File: src/rsq_pkg.sv
// Package for the robot sequence command unit: register map, field
// layout of program commands, value ranges and timing counts.
// Assumes a single 100 MHz system clock shared by all users.
package rsq_pkg;

  ////////////////////////////////////////////////////////////////////////////
  // Register bus
  localparam int ADDR_W = 13;
  localparam logic [ADDR_W-1:0] REG_CTRL = 13'h0000;
  localparam logic [ADDR_W-1:0] REG_STATUS = 13'h0001;
  localparam logic [ADDR_W-1:0] REG_DOUT = 13'h0002;
  localparam logic [ADDR_W-1:0] REG_ROUT = 13'h0003;
  localparam logic [ADDR_W-1:0] REG_TOOL1_OFFSET_X = 13'h0259;
  localparam logic [ADDR_W-1:0] REG_TOOL1_OFFSET_Y = 13'h025A;
  localparam logic [ADDR_W-1:0] REG_TOOL1_OFFSET_Z = 13'h025B;
  localparam logic [ADDR_W-1:0] REG_TOOL2_OFFSET_X = 13'h10C6;
  localparam logic [ADDR_W-1:0] REG_TOOL2_OFFSET_Y = 13'h10C7;
  localparam logic [ADDR_W-1:0] REG_TOOL2_OFFSET_Z = 13'h10C8;
  localparam logic [ADDR_W-1:0] REG_STARTUP_OFFSET_SELECT = 13'h11CC;

  // Control register bits
  localparam int CTRL_START_BIT = 0;
  localparam int CTRL_STOP_BIT = 1;

  // Reset values and limits
  localparam logic [31:0] OFFSET_RESET = 32'h0000_0000;
  localparam logic [31:0] OFFSET_MAX = 32'h0001_86A0;
  localparam logic STARTUP_SEL_RESET = 1'h0;
  localparam logic [15:0] DOUT_RESET = 16'h0000;
  localparam logic [31:0] ROUT_RESET = 32'h0000_0000;

  ////////////////////////////////////////////////////////////////////////////
  // Program command word: [63:60] opcode, [59:48] control, [47:0] argument
  localparam int CMD_W = 64;
  localparam int PC_W = 10;
  typedef enum logic [3:0] {
    OP_END = 4'h0,
    OP_WAIT_TIME = 4'h1,
    OP_WAIT_SIG = 4'h2,
    OP_LOOP_START = 4'h3,
    OP_LOOP_END = 4'h4,
    OP_OUT_SINGLE = 4'h5,
    OP_OUT_MULTI = 4'h6,
    OP_TOOL = 4'h7,
    OP_COORD = 4'h8,
    OP_MOVE = 4'h9,
    OP_MOVE_DD = 4'hA
  } rsq_op_t;

  // Control field positions
  localparam int F_IDX_LSB = 48;
  localparam int F_REMOTE = 53;
  localparam int F_LEVEL = 54;
  localparam int F_MODE_LSB = 56;

  // Signal-output scope (single command) and group (masked command)
  localparam logic [1:0] SCOPE_ONE = 2'h0;
  localparam logic [1:0] SCOPE_ALL_DIRECT = 2'h1;
  localparam logic [1:0] SCOPE_ALL_REMOTE = 2'h2;
  localparam logic [1:0] SCOPE_ALL_BOTH = 2'h3;
  localparam logic [1:0] GROUP_REMOTE = 2'h0;
  localparam logic [1:0] GROUP_DIRECT = 2'h1;
  localparam logic [1:0] GROUP_BOTH = 2'h2;

  // Tool-offset choice, coordinate frames, fieldbus target sources
  localparam logic [1:0] TOOL_SET1 = 2'h0;
  localparam logic [1:0] TOOL_SET2 = 2'h1;
  localparam logic [1:0] TOOL_SWAP = 2'h2;
  localparam logic [1:0] FRAME_USER1 = 2'h0;
  localparam logic [1:0] SRC_CAM1 = 2'h0;
  localparam logic [1:0] SRC_CAM2 = 2'h1;
  localparam logic [1:0] SRC_POS = 2'h2;

  // Loop counts; zero in the count field means endless
  localparam logic [7:0] LOOP_MIN = 8'h02;
  localparam logic [7:0] LOOP_MAX = 8'hFE;
  localparam logic [7:0] LOOP_ENDLESS = 8'h00;

  ////////////////////////////////////////////////////////////////////////////
  // Timing: waits count in 0.1 s units, 0.1 s to 65.5 s
  localparam int CLK_PERIOD_NS = 10;
  localparam int WAIT_UNIT_NS = 100_000_000;
  localparam int WAIT_UNIT_CYCLES = WAIT_UNIT_NS / CLK_PERIOD_NS;
  localparam logic [15:0] WAIT_MIN_UNITS = 16'h0001;
  localparam logic [15:0] WAIT_MAX_UNITS = 16'h028F;

endpackage : rsq_pkg

File: src/rsq_sequencer.sv
// Robot sequence command unit: fetches program commands and executes
// waits, loops, output updates, tool offset and frame changes, moves.
// Assumes a program store that raises cmd_valid_in when it answers a held fetch, a
// motion engine that accepts move starts, and asynchronous I/O lines.
//
// The plain strobed port was left to the implementer.
`timescale 1ns/100ps

module rsq_sequencer #(
  parameter int WAIT_UNIT_CYCLES = rsq_pkg::WAIT_UNIT_CYCLES
) (
  input wire logic clk_sys_in,
  input wire logic rst_b_in,
  // Register port
  input wire logic [rsq_pkg::ADDR_W-1:0] reg_addr_in,
  input wire logic [31:0] reg_wdata_in,
  input wire logic reg_wr_in,
  input wire logic reg_rd_in,
  output logic [31:0] reg_rdata_out,
  // Program store
  output logic fetch_req_out,
  output logic [rsq_pkg::PC_W-1:0] fetch_addr_out,
  input wire logic cmd_valid_in,
  input wire logic [rsq_pkg::CMD_W-1:0] cmd_in,
  // I/O lines
  input wire logic [15:0] direct_input_line_in,
  input wire logic [31:0] remote_input_line_in,
  output logic [15:0] direct_output_line_out,
  output logic [31:0] remote_output_line_out,
  // Cyclic fieldbus data
  input wire logic [31:0] dd_cam1_x_in,
  input wire logic [31:0] dd_cam1_y_in,
  input wire logic [31:0] dd_cam2_x_in,
  input wire logic [31:0] dd_cam2_y_in,
  input wire logic [31:0] dd_pos_x_in,
  input wire logic [31:0] dd_pos_y_in,
  input wire logic [31:0] dd_pos_z_in,
  // Motion engine
  output logic move_start_out,
  output logic move_dd_out,
  output logic move_z_valid_out,
  output logic [47:0] move_arg_out,
  output logic [31:0] move_target_x_out,
  output logic [31:0] move_target_y_out,
  output logic [31:0] move_target_z_out,
  input wire logic move_accept_in,
  output logic [31:0] tool_centre_point_x_out,
  output logic [31:0] tool_centre_point_y_out,
  output logic [31:0] tool_centre_point_z_out,
  output logic tool_set_out,
  output logic [1:0] frame_sel_out,
  output logic busy_out
);

  if (WAIT_UNIT_CYCLES < 1) begin : g_bad_unit
    $error("WAIT_UNIT_CYCLES must be at least one");
  end

  typedef enum logic [2:0] {
    ST_IDLE, ST_FETCH, ST_EXEC, ST_WAIT_TIME, ST_WAIT_SIG, ST_MOVE
  } rsq_state_t;

  ////////////////////////////////////////////////////////////////////////////
  // Helper functions

  // Offset register index 0..5, or 7 when not an offset address
  function automatic logic [2:0] off_index(input logic [rsq_pkg::ADDR_W-1:0] a);
    unique case (a)
      rsq_pkg::REG_TOOL1_OFFSET_X: off_index = 3'h0;
      rsq_pkg::REG_TOOL1_OFFSET_Y: off_index = 3'h1;
      rsq_pkg::REG_TOOL1_OFFSET_Z: off_index = 3'h2;
      rsq_pkg::REG_TOOL2_OFFSET_X: off_index = 3'h3;
      rsq_pkg::REG_TOOL2_OFFSET_Y: off_index = 3'h4;
      rsq_pkg::REG_TOOL2_OFFSET_Z: off_index = 3'h5;
      default: off_index = 3'h7;
    endcase
  endfunction : off_index

  // Force masked bits to one level, keep the rest
  function automatic logic [31:0] force_bits(input logic [31:0] v, input logic [31:0] m,
                                             input logic lvl);
    force_bits = lvl ? (v | m) : (v & ~m);
  endfunction : force_bits

  ////////////////////////////////////////////////////////////////////////////
  // State

  rsq_state_t state_r;
  logic [rsq_pkg::PC_W-1:0] pc_r;
  logic [rsq_pkg::CMD_W-1:0] cmd_r;
  logic [31:0] tool_off_r [0:5];
  logic startup_sel_r;
  logic tool_set_r;
  logic [1:0] frame_r;
  logic [15:0] dout_r;
  logic [31:0] rout_r;
  logic [15:0] din_s1_r, din_s2_r;
  logic [31:0] rin_s1_r, rin_s2_r;
  logic [31:0] tick_cnt_r;
  logic [15:0] wait_cnt_r;
  logic [rsq_pkg::PC_W-1:0] loop_pc_r;
  logic [7:0] loop_left_r;
  logic loop_endless_r;
  logic loop_act_r;
  logic [31:0] rdata_r;
  logic move_start_r;
  logic move_dd_r;
  logic move_z_valid_r;
  logic [47:0] move_arg_r;
  logic [31:0] tgt_x_r, tgt_y_r, tgt_z_r;
  logic [31:0] tcp_x_r, tcp_y_r, tcp_z_r;

  ////////////////////////////////////////////////////////////////////////////
  // Command decode

  wire rsq_pkg::rsq_op_t op = rsq_pkg::rsq_op_t'(cmd_r[63:60]);
  wire [4:0] sel_idx = cmd_r[rsq_pkg::F_IDX_LSB +: 5];
  wire sel_remote = cmd_r[rsq_pkg::F_REMOTE];
  wire sel_level = cmd_r[rsq_pkg::F_LEVEL];
  wire [1:0] sel_mode = cmd_r[rsq_pkg::F_MODE_LSB +: 2];
  wire src_pos = (sel_mode == rsq_pkg::SRC_POS);
  wire src_cam2 = (sel_mode == rsq_pkg::SRC_CAM2);
  wire [15:0] arg_units = cmd_r[15:0];
  wire [7:0] arg_loops = cmd_r[7:0];
  wire [rsq_pkg::PC_W-1:0] pc_inc = pc_r + 1'b1;

  // Selected input level for signal wait
  wire sig_now = sel_remote ? rin_s2_r[sel_idx] : din_s2_r[sel_idx[3:0]];
  wire sig_match = (sig_now == sel_level);

  // Wait length clamped to 0.1 s .. 65.5 s
  wire [15:0] wait_units = (arg_units < rsq_pkg::WAIT_MIN_UNITS) ? rsq_pkg::WAIT_MIN_UNITS :
                           (arg_units > rsq_pkg::WAIT_MAX_UNITS) ? rsq_pkg::WAIT_MAX_UNITS :
                           arg_units;
  wire tick = (tick_cnt_r == 32'(WAIT_UNIT_CYCLES - 1));

  // Loop count clamped to 2 .. 254, zero stays endless
  wire [7:0] loop_cnt = (arg_loops < rsq_pkg::LOOP_MIN) ? rsq_pkg::LOOP_MIN :
                        (arg_loops > rsq_pkg::LOOP_MAX) ? rsq_pkg::LOOP_MAX :
                        arg_loops;
  wire loop_again = loop_act_r && (loop_endless_r || loop_left_r > 8'h01);

  // Single output masks
  wire [31:0] one_hot = 32'h0000_0001 << sel_idx;
  wire [15:0] dmask_one = (sel_mode == rsq_pkg::SCOPE_ONE) ?
                          (sel_remote ? 16'h0000 : one_hot[15:0]) :
                          ((sel_mode == rsq_pkg::SCOPE_ALL_DIRECT ||
                            sel_mode == rsq_pkg::SCOPE_ALL_BOTH) ? 16'hFFFF : 16'h0000);
  wire [31:0] rmask_one = (sel_mode == rsq_pkg::SCOPE_ONE) ?
                          (sel_remote ? one_hot : 32'h0000_0000) :
                          ((sel_mode == rsq_pkg::SCOPE_ALL_REMOTE ||
                            sel_mode == rsq_pkg::SCOPE_ALL_BOTH) ? 32'hFFFF_FFFF : 32'h0000_0000);
  wire [31:0] dout_one = force_bits({16'h0000, dout_r}, {16'h0000, dmask_one}, sel_level);
  wire [31:0] rout_one = force_bits(rout_r, rmask_one, sel_level);

  // Masked output: remote pattern in [47:16], direct pattern in [15:0]
  wire multi_d = (sel_mode == rsq_pkg::GROUP_DIRECT) || (sel_mode == rsq_pkg::GROUP_BOTH);
  wire multi_r = (sel_mode == rsq_pkg::GROUP_REMOTE) || (sel_mode == rsq_pkg::GROUP_BOTH);
  wire [15:0] dout_multi = multi_d ? cmd_r[15:0] : dout_r;
  wire [31:0] rout_multi = multi_r ? cmd_r[47:16] : rout_r;

  // Tool set choice; swap takes the set not in use
  wire tool_nxt = (sel_mode == rsq_pkg::TOOL_SET2) ? 1'b1 :
                  (sel_mode == rsq_pkg::TOOL_SWAP) ? ~tool_set_r : 1'b0;

  // Register writes
  wire [2:0] wr_idx = off_index(reg_addr_in);
  wire [31:0] wr_clamped = (reg_wdata_in > rsq_pkg::OFFSET_MAX) ? rsq_pkg::OFFSET_MAX :
                           reg_wdata_in;
  wire ctrl_wr = reg_wr_in && (reg_addr_in == rsq_pkg::REG_CTRL);
  wire start_req = ctrl_wr && reg_wdata_in[rsq_pkg::CTRL_START_BIT];
  wire stop_req = ctrl_wr && reg_wdata_in[rsq_pkg::CTRL_STOP_BIT];

  // Read mux
  wire [2:0] rd_idx = off_index(reg_addr_in);
  wire [31:0] status_word = {17'h0_0000, pc_r, frame_r, tool_set_r,
                             loop_act_r, (state_r != ST_IDLE)};
  wire [31:0] rd_mux = (rd_idx != 3'h7) ? tool_off_r[rd_idx] :
                       (reg_addr_in == rsq_pkg::REG_STATUS) ? status_word :
                       (reg_addr_in == rsq_pkg::REG_DOUT) ? {16'h0000, dout_r} :
                       (reg_addr_in == rsq_pkg::REG_ROUT) ? rout_r :
                       (reg_addr_in == rsq_pkg::REG_STARTUP_OFFSET_SELECT) ?
                       {31'h0000_0000, startup_sel_r} : 32'h0000_0000;

  ////////////////////////////////////////////////////////////////////////////
  // Input synchronisers
  always_ff @(posedge clk_sys_in) begin
    din_s1_r <= direct_input_line_in;
    din_s2_r <= din_s1_r;
    rin_s1_r <= remote_input_line_in;
    rin_s2_r <= rin_s1_r;
  end

  ////////////////////////////////////////////////////////////////////////////
  // Register file
  always_ff @(posedge clk_sys_in) begin
    if (!rst_b_in) begin
      for (int i = 0; i < 6; i++) begin
        tool_off_r[i] <= rsq_pkg::OFFSET_RESET;
      end
      startup_sel_r <= rsq_pkg::STARTUP_SEL_RESET;
      rdata_r <= 32'h0;
    end else begin
      if (reg_wr_in && wr_idx != 3'h7) begin
        tool_off_r[wr_idx] <= wr_clamped;
      end
      if (reg_wr_in && reg_addr_in == rsq_pkg::REG_STARTUP_OFFSET_SELECT) begin
        startup_sel_r <= reg_wdata_in[0];
      end
      if (reg_rd_in) begin
        rdata_r <= rd_mux;
      end
    end
  end

  // Wait unit divider, restarted on each timed wait
  always_ff @(posedge clk_sys_in) begin
    if (!rst_b_in || state_r != ST_WAIT_TIME || tick) begin
      tick_cnt_r <= 32'h0;
    end else begin
      tick_cnt_r <= tick_cnt_r + 32'h1;
    end
  end

  ////////////////////////////////////////////////////////////////////////////
  // Sequencer
  always_ff @(posedge clk_sys_in) begin
    if (!rst_b_in) begin
      state_r <= ST_IDLE;
      pc_r <= '0;
      cmd_r <= '0;
      tool_set_r <= rsq_pkg::STARTUP_SEL_RESET;
      frame_r <= rsq_pkg::FRAME_USER1;
      dout_r <= rsq_pkg::DOUT_RESET;
      rout_r <= rsq_pkg::ROUT_RESET;
      wait_cnt_r <= 16'h0000;
      loop_pc_r <= '0;
      loop_left_r <= 8'h00;
      loop_endless_r <= 1'b0;
      loop_act_r <= 1'b0;
      move_start_r <= 1'b0;
      move_dd_r <= 1'b0;
      move_z_valid_r <= 1'b0;
      move_arg_r <= 48'h0;
      tgt_x_r <= 32'h0;
      tgt_y_r <= 32'h0;
      tgt_z_r <= 32'h0;
    end else if (stop_req) begin
      state_r <= ST_IDLE;
      move_start_r <= 1'b0;
    end else begin
      unique case (state_r)
        ST_IDLE: begin
          if (start_req) begin
            pc_r <= '0;
            loop_act_r <= 1'b0;
            tool_set_r <= startup_sel_r;
            state_r <= ST_FETCH;
          end
        end
        ST_FETCH: begin
          if (cmd_valid_in) begin
            cmd_r <= cmd_in;
            state_r <= ST_EXEC;
          end
        end
        ST_EXEC: begin
          pc_r <= pc_inc;
          state_r <= ST_FETCH;
          case (op)
            rsq_pkg::OP_END: begin
              state_r <= ST_IDLE;
            end
            rsq_pkg::OP_WAIT_TIME: begin
              wait_cnt_r <= wait_units;
              state_r <= ST_WAIT_TIME;
            end
            rsq_pkg::OP_WAIT_SIG: begin
              state_r <= ST_WAIT_SIG;
            end
            rsq_pkg::OP_LOOP_START: begin
              loop_pc_r <= pc_inc;
              loop_act_r <= 1'b1;
              loop_endless_r <= (arg_loops == rsq_pkg::LOOP_ENDLESS);
              loop_left_r <= loop_cnt;
            end
            rsq_pkg::OP_LOOP_END: begin
              if (loop_again) begin
                pc_r <= loop_pc_r;
                loop_left_r <= loop_left_r - 8'h01;
              end else begin
                loop_act_r <= 1'b0;
              end
            end
            rsq_pkg::OP_OUT_SINGLE: begin
              dout_r <= dout_one[15:0];
              rout_r <= rout_one;
            end
            rsq_pkg::OP_OUT_MULTI: begin
              dout_r <= dout_multi;
              rout_r <= rout_multi;
            end
            rsq_pkg::OP_TOOL: begin
              tool_set_r <= tool_nxt;
            end
            rsq_pkg::OP_COORD: begin
              frame_r <= sel_mode;
            end
            rsq_pkg::OP_MOVE: begin
              move_dd_r <= 1'b0;
              move_arg_r <= cmd_r[47:0];
              move_start_r <= 1'b1;
              state_r <= ST_MOVE;
            end
            rsq_pkg::OP_MOVE_DD: begin
              move_dd_r <= 1'b1;
              move_arg_r <= cmd_r[47:0];
              move_z_valid_r <= src_pos;
              tgt_x_r <= src_pos ? dd_pos_x_in : src_cam2 ? dd_cam2_x_in : dd_cam1_x_in;
              tgt_y_r <= src_pos ? dd_pos_y_in : src_cam2 ? dd_cam2_y_in : dd_cam1_y_in;
              tgt_z_r <= src_pos ? dd_pos_z_in : 32'h0;
              move_start_r <= 1'b1;
              state_r <= ST_MOVE;
            end
            default: begin
            end
          endcase
        end
        ST_WAIT_TIME: begin
          if (tick) begin
            wait_cnt_r <= wait_cnt_r - 16'h0001;
            if (wait_cnt_r == 16'h0001) begin
              state_r <= ST_FETCH;
            end
          end
        end
        ST_WAIT_SIG: begin
          if (sig_match) begin
            state_r <= ST_FETCH;
          end
        end
        ST_MOVE: begin
          // Only acceptance is awaited, not the end of motion
          if (move_accept_in) begin
            move_start_r <= 1'b0;
            state_r <= ST_FETCH;
          end
        end
      endcase
    end
  end

  // Active tool centre point follows the selected set
  always_ff @(posedge clk_sys_in) begin
    if (!rst_b_in) begin
      tcp_x_r <= rsq_pkg::OFFSET_RESET;
      tcp_y_r <= rsq_pkg::OFFSET_RESET;
      tcp_z_r <= rsq_pkg::OFFSET_RESET;
    end else begin
      tcp_x_r <= tool_set_r ? tool_off_r[3] : tool_off_r[0];
      tcp_y_r <= tool_set_r ? tool_off_r[4] : tool_off_r[1];
      tcp_z_r <= tool_set_r ? tool_off_r[5] : tool_off_r[2];
    end
  end

  ////////////////////////////////////////////////////////////////////////////
  // Outputs
  assign reg_rdata_out = rdata_r;
  assign fetch_req_out = (state_r == ST_FETCH);
  assign fetch_addr_out = pc_r;
  assign direct_output_line_out = dout_r;
  assign remote_output_line_out = rout_r;
  assign move_start_out = move_start_r;
  assign move_dd_out = move_dd_r;
  assign move_z_valid_out = move_z_valid_r;
  assign move_arg_out = move_arg_r;
  assign move_target_x_out = tgt_x_r;
  assign move_target_y_out = tgt_y_r;
  assign move_target_z_out = tgt_z_r;
  assign tool_centre_point_x_out = tcp_x_r;
  assign tool_centre_point_y_out = tcp_y_r;
  assign tool_centre_point_z_out = tcp_z_r;
  assign tool_set_out = tool_set_r;
  assign frame_sel_out = frame_r;
  assign busy_out = (state_r != ST_IDLE);

endmodule : rsq_sequencer

File: config.mk
export PLATFORM = sky130hd
export DESIGN_NAME = rsq_sequencer
export DESIGN_NICKNAME = d
export VERILOG_FILES = /design/src/rsq_pkg.sv /design/src/rsq_sequencer.sv
export SDC_FILE = /design/constraint.sdc
export NUM_CORES = 2
export LEC_CHECK = 0
export ABC_AREA = 1
export CORE_AREA = 3 3 281 283
export CTS_BUF_LIST = sky130_fd_sc_hd__clkbuf_16
export CTS_CLUSTER_SIZE = 28
export DETAILED_ROUTE_END_ITERATION = 10
export DIE_AREA = 0 0 284 286
export DONT_BUFFER_PORTS = 1
export PLACE_DENSITY = 0.55
export SYNTH_ARGS = -nofsm -noshare
export SYNTH_HDL_FRONTEND = slang
export SYNTH_SLANG_ARGS = --single-unit
export TNS_END_PERCENT = 10
File: constraint.sdc
create_clock -name clk_sys_in -period 8.38 [get_ports clk_sys_in]
set_clock_uncertainty 0.2 [all_clocks]
set_input_delay 0.419 -clock clk_sys_in [delete_from_list [all_inputs] [get_ports clk_sys_in]]
set_output_delay 0.419 -clock clk_sys_in [all_outputs]
set_load 0.05 [all_outputs]
# Word-level counts from Yosys, hierarchy flattened
# Memories as Yosys holds them, arrays and structs flattened.
# Cells that the tools add are included.
word_totals:
  reg_bits: 568
  latchBits: 0
  ram_bits: 192
  mem_bits_ro: 0
  memories: 1
mem_list:
  columns: ["name", "words", "width", "rd", "rd_ports_with_merged_regs", "wr", "line_no", "rtl"]
  rows:
  - ["tool_off_r", 6, 32, 7, 0, 6, "rsq_sequencer.sv:91", "logic [31:0] tool_off_r [0:5];"]
op_classes:
  n_addsub: 4
  n_mul: 0
  n_div: 0
  order_cmp: 8
  n_eq_ne: 47
  n_shift: 1
  n_mux: 73
  bitwise_logic: 9
  n_reduce_logical: 44
ops:
  columns: ["operator", "count"]
  rows:
  - ["32-bit 2-to-1 mux", 19]
  - ["16-bit 2-to-1 mux", 9]
  - ["16-bit case mux with 2 select lines", 2]
  - ["32-bit case mux with 2 select lines", 1]
  - ["13-bit == test (second input constant)", 4]
  - ["13-bit by 10-bit == test with 1-bit output (second input constant)", 3]
  - ["3-bit case mux with 6 select lines", 2]
  - ["32-bit by 1-bit adder with 32-bit output (second input constant)", 1]
  - ["32-bit AND", 1]
  - ["32-bit by 24-bit == test with 1-bit output (second input constant)", 1]
  - ["32-bit by 17-bit > comparator with 1-bit output (second input constant)", 1]
  - ["32-bit NOT", 1]
  - ["32-bit bitwise OR", 1]
  - ["32-bit OR reduction", 1]
  - ["1-bit by 5-bit left shift with 32-bit output (first input constant)", 1]
  - ["10-bit 2-to-1 mux", 3]
  - ["13-bit by 2-bit == test with 1-bit output (second input constant)", 2]
  - ["8-bit 2-to-1 mux", 3]
  - ["3-bit AND reduction", 8]
  - ["3-bit 2-to-1 mux", 7]
  - ["10-bit case mux with 2 select lines", 1]
  - ["4-bit AND reduction", 5]
  - ["2-bit != test (second input constant)", 9]
  - ["1-bit 2-to-1 mux", 17]
  - ["47 further kinds", 83]

# Logic depth before layout (Yosys ltp)
logic_depth:
  word_depth: 9
  mapped_depth: 17
  mapped_depth_nobuf: 15

# Worst setup path before layout
# Ideal clock, no wire load.
synth_timing:
  path_kind: "input -> register"
  start: "in reg_addr_in[5] (netlist name)"
  end: "mem tool_off_r[4][0] (enable)"
  arrival_time_ps: 3974
  required_ps: 7714
  slack_ps: 3740
  cell_stages: 12
  path_buffers: 1
  path_cell_list: "inv_1 -> nand2_1 -> nor2_2 -> nand3_2 -> nor2_4 -> nor2_2 -> nand2_4 -> nand2_2 -> inv_4 -> buf_4 -> nand2_1 -> o21ai_0"
synth_rtl:
  columns: ["item", "line_no", "rtl"]
  rows:
  - ["start, declared", "rsq_sequencer.sv:15", "input wire logic [rsq_pkg::ADDR_W-1:0] reg_addr_in,"]
  - ["end, declared", "rsq_sequencer.sv:91", null]

==> flow_metrics.py <==
metrics = {
    "outcome": {
        "status": "finished, final reports clean",
    },
    "logic_synthesis": {
        "synthArstFlopShare": 0,
        "synthDistinctLibCells": 50,
        "postSynthCellCount": 4107,
        "seq_area_frac_synth": 0.541,
        "syn_avg_cell_area_sq_um": 8.10,
        "syn-cell-area_sq_um": 33300,
        "synth_ff_type": "dfxtp_1",
        "ys_warn_count": 0,
        "synth_edf_count": 223,
        "ys_ff_latch": 788,
    },
    "sta": {
        "slew_violations": 0,
        "final.setup.tns_ps": 0,
        "rsz0062_at_grt": "false",
        "worst_slack_ps": 3380,
        "max_freq_mhz": 200,
        "fin_crit_sh": 0.596,
        "worst_pin_slew_ps": 1280,
        "hold_viol": 0,
        "max_slew_margin": 0.146,
        "holdWs_ps": 33.6,
        "setup_viol": 0,
        "final_period_minus_worst_setup_slack_ps": 5000,
    },
    "placed_design": {
        "place_congestion": 0.922,
        "portBuffers": 0,
        "post-place-ws_ps": 2790,
        "hpwl_mm": 85.7,
    },
    "routing": {
        "dr.pass1.iters": 6,
        "drt-total-wl_mm": 124,
        "wl_per_cell_um": 22.4,
        "drc_errors": 0,
        "num_vias": 29800,
        "ant_nets": 0,
        "via_per_inst": 5.40,
        "drt_iter0_drc": 2574,
    },
    "layout": {
        "final_util": 0.522,
        "area.growth.synth_to_final_pct": 20.7,
        "layout_common_cells": "nand2_1 (852), dfxtp_1 (564), a21oi_1 (448)",
        "final_common_cell": "nand2_1",
        "final_net_count": 4794,
        "drive_above_1_share": 0.0524,
        "num-fill-cells": 7313,
    },
    "critical_path": {
        "path_cells": "nand2_1 -> nor2_2 -> nor2_2 -> nor2_4 -> nor2_4 -> nand2_4 -> nand2_2 -> buf_4 -> inv_4 -> o21ai_4 -> nand3_2 -> nand2_1 -> buf_4",
        "r2r_start": "state_r[2]$_SDFFE_PP0P_",
        "path_buf_inv": 3,
        "rr_endpoint": "move_target_y_out[7]$_SDFFE_PN0P_",
        "rrSetupSlack_ps": 3790,
        "cp.depth": 13,
        "worst-setup-path-type": "primary input to register",
        "setup.worst_path.start": "reg_addr_in[1]",
        "worstPathMaxFanout": 80,
        "cp-start-kind": "primary input",
        "cpPeakStageDelay_ps": 970,
        "cp.arrival_ps": 5110,
        "setup.worst_path.end": "tool_off_r[3][22]$_SDFFCE_PN0P_",
        "worstPathRequired_ps": 8500,
        "cp-end-kind": "register",
        "path_delay_family": "simple AND/OR/NAND/NOR gates",
        "r2r_cells": 11,
        "crit_slowest_cell": "nand2_1",
    },
    "global_route": {
        "track_usage": 0.291,
        "overflow": 0,
        "grt_pass1_wl_mm": 180,
        "grt_pass1_vias": 27900,
        "antenna_found_initial": 7,
        "grt_max_degree": 276,
    },
    "floorplan": {
        "die_w_um": 284,
        "initial_core_util": 0.432,
        "fp.dieArea_sq_um": 81200,
        "core_area_sq_um": 77000,
        "rows": 102,
        "die_y_um": 286,
        "ios": 725,
    },
    "clocking": {
        "cts_made_buffers": 86,
        "clk_pin_slew_ps": 60,
        "cts_sinks": 788,
        "worstSkewPairLatency_ps": 670,
        "root_buffer": "clkbuf_16",
        "cts_tree": "done",
        "clockBufferDepth": 3,
        "h-tree-depth": 3,
    },
    "flow_run": {
        "maxCapViolCount": 0,
    },
    "pwr": {
        "leakage_nw": 15.6,
        "ir_worst_vdd_mv": 0.209,
        "fin_total_pwr_mw": 10.3,
        "p_per_area_nw_per_um2": 256,
    },
    "min_path": {
        "hp-start": "reg_rd_in",
        "hp-class": "primary input to register",
    },
}
stage by stage:
step,cells,cell area [sq um]
floorplan,4242,33800
global placement,5054,34300
detailed placement,5054,34300
CTS,5508,40100
global route,5514,40200
finish,5516,40200
state kept, by name (all words and copies together), names as in the netlist, 8 cells and up, named ones only:
register                 flops
rin_s2_r                    32
move_arg_out                48
tool_off_r                 223
move_target_z_out           32
wait_cnt_r                  16
fetch_addr_out              10
loop_pc_r                   10
loop_left_r                  8
din_s1_r                    16
reg_rdata_out               32
move_target_y_out           32
move_target_x_out           32
cmd_r                       61
tool_centre_point_y_out     32
tick_cnt_r                  32
tool_centre_point_z_out     32
rin_s1_r                    32
tool_centre_point_x_out     32
din_s2_r                    16
worst register-to-register path: cells and delay by family (launching register included):
kind	cells	cell delay [ps]
buf+inv	5	2010
compound gates	2	460
simple gates	4	1450
flops	1	360
cells by family after synthesis:
family | Yosys count | share of synthesized area
adder cells (fa/ha/maj) | 10 | 0.00376
XOR/XNOR | 17 | 0.00447
other | 1 | 0.000113
flip-flops | 788 | 0.541
AO/OA/AOI/OAI | 1003 | 0.164
buffers and inverters | 584 | 0.0696
AND/OR/NAND/NOR | 1704 | 0.216
cells in the mapped netlist (9+ instances only):
library cell / number / share of area
a211oi_1: 53 / 0.012
dfxtp_1: 565 / 0.34
nor2_2: 10 / 0.0019
nor3_1: 63 / 0.0095
inv_2: 9 / 0.0010
a21oi_1: 449 / 0.068
ha_1: 10 / 0.0038
o21ai_0: 356 / 0.054
clkbuf_1: 179 / 0.020
nand2_1: 854 / 0.096
inv_1: 308 / 0.035
buf_2: 50 / 0.0075
o21ai_1: 22 / 0.0033
o211ai_1: 93 / 0.021
xor2_1: 12 / 0.0032
buf_1: 20 / 0.0023
nand3_1: 333 / 0.050
nor4_1: 12 / 0.0023
edfxtp_1: 223 / 0.20
nand4_1: 35 / 0.0066
nor2_1: 366 / 0.041
power by group:
group	internal [mW]	total, mW	switching, mW	leakage (nW)
registers	4.20	4.74	0.539	6.78
clock network	2.16	3.84	1.68	1.45
logic	0.464	1.70	1.23	7.38
layout make-up:
| class | instances | area (sq um) | area share |
|---|---|---|---|
| sequential | 788 | 18000 | 0.448 |
| multi-input combinational | 2870 | 13500 | 0.337 |
| timing repair buffer | 327 | 3240 | 0.0807 |
| clock buffer | 87 | 2180 | 0.0542 |
| tap | 1040 | 1300 | 0.0324 |
| inverter | 324 | 1230 | 0.0306 |
| clock inverter | 72 | 651 | 0.0162 |
| antenna | 8 | 20.0 | 0.000498 |
per-layer routing:
metal | wire, um | track usage
met5 | 0 | 0
met4 | 7040 | 0.150
met3 | 9430 | 0.0575
met2 | 59200 | 0.490
met1 | 48000 | 0.354
worst min-delay path by stage:
stage | to | slack, ps | cells after the start
after global routing | reg_rdata_out[20]$_SDFFE_PN0P_ | 50 | 4
after detailed placement | din_s2_r[11]$_DFF_P_ | 110 | 0
after CTS | state_r[2]$_SDFFE_PP0P_ | 2 | 6
after floorplan | din_s2_r[0]$_DFF_P_ | 110 | 0
after global placement | rin_s2_r[12]$_DFF_P_ | 110 | 0
final | reg_rdata_out[17]$_SDFFE_PN0P_ | 30 | 4
repair_timing:
action | CTS | global route
hold buffers | 295 | 0
setup buffers | 0 | 0
setup endpoints to repair | 0 | 0
hold endpoints to repair | 534 | 0
resized for setup | 0 | 0
No activity file was read; power rests on OpenSTA's default activity.
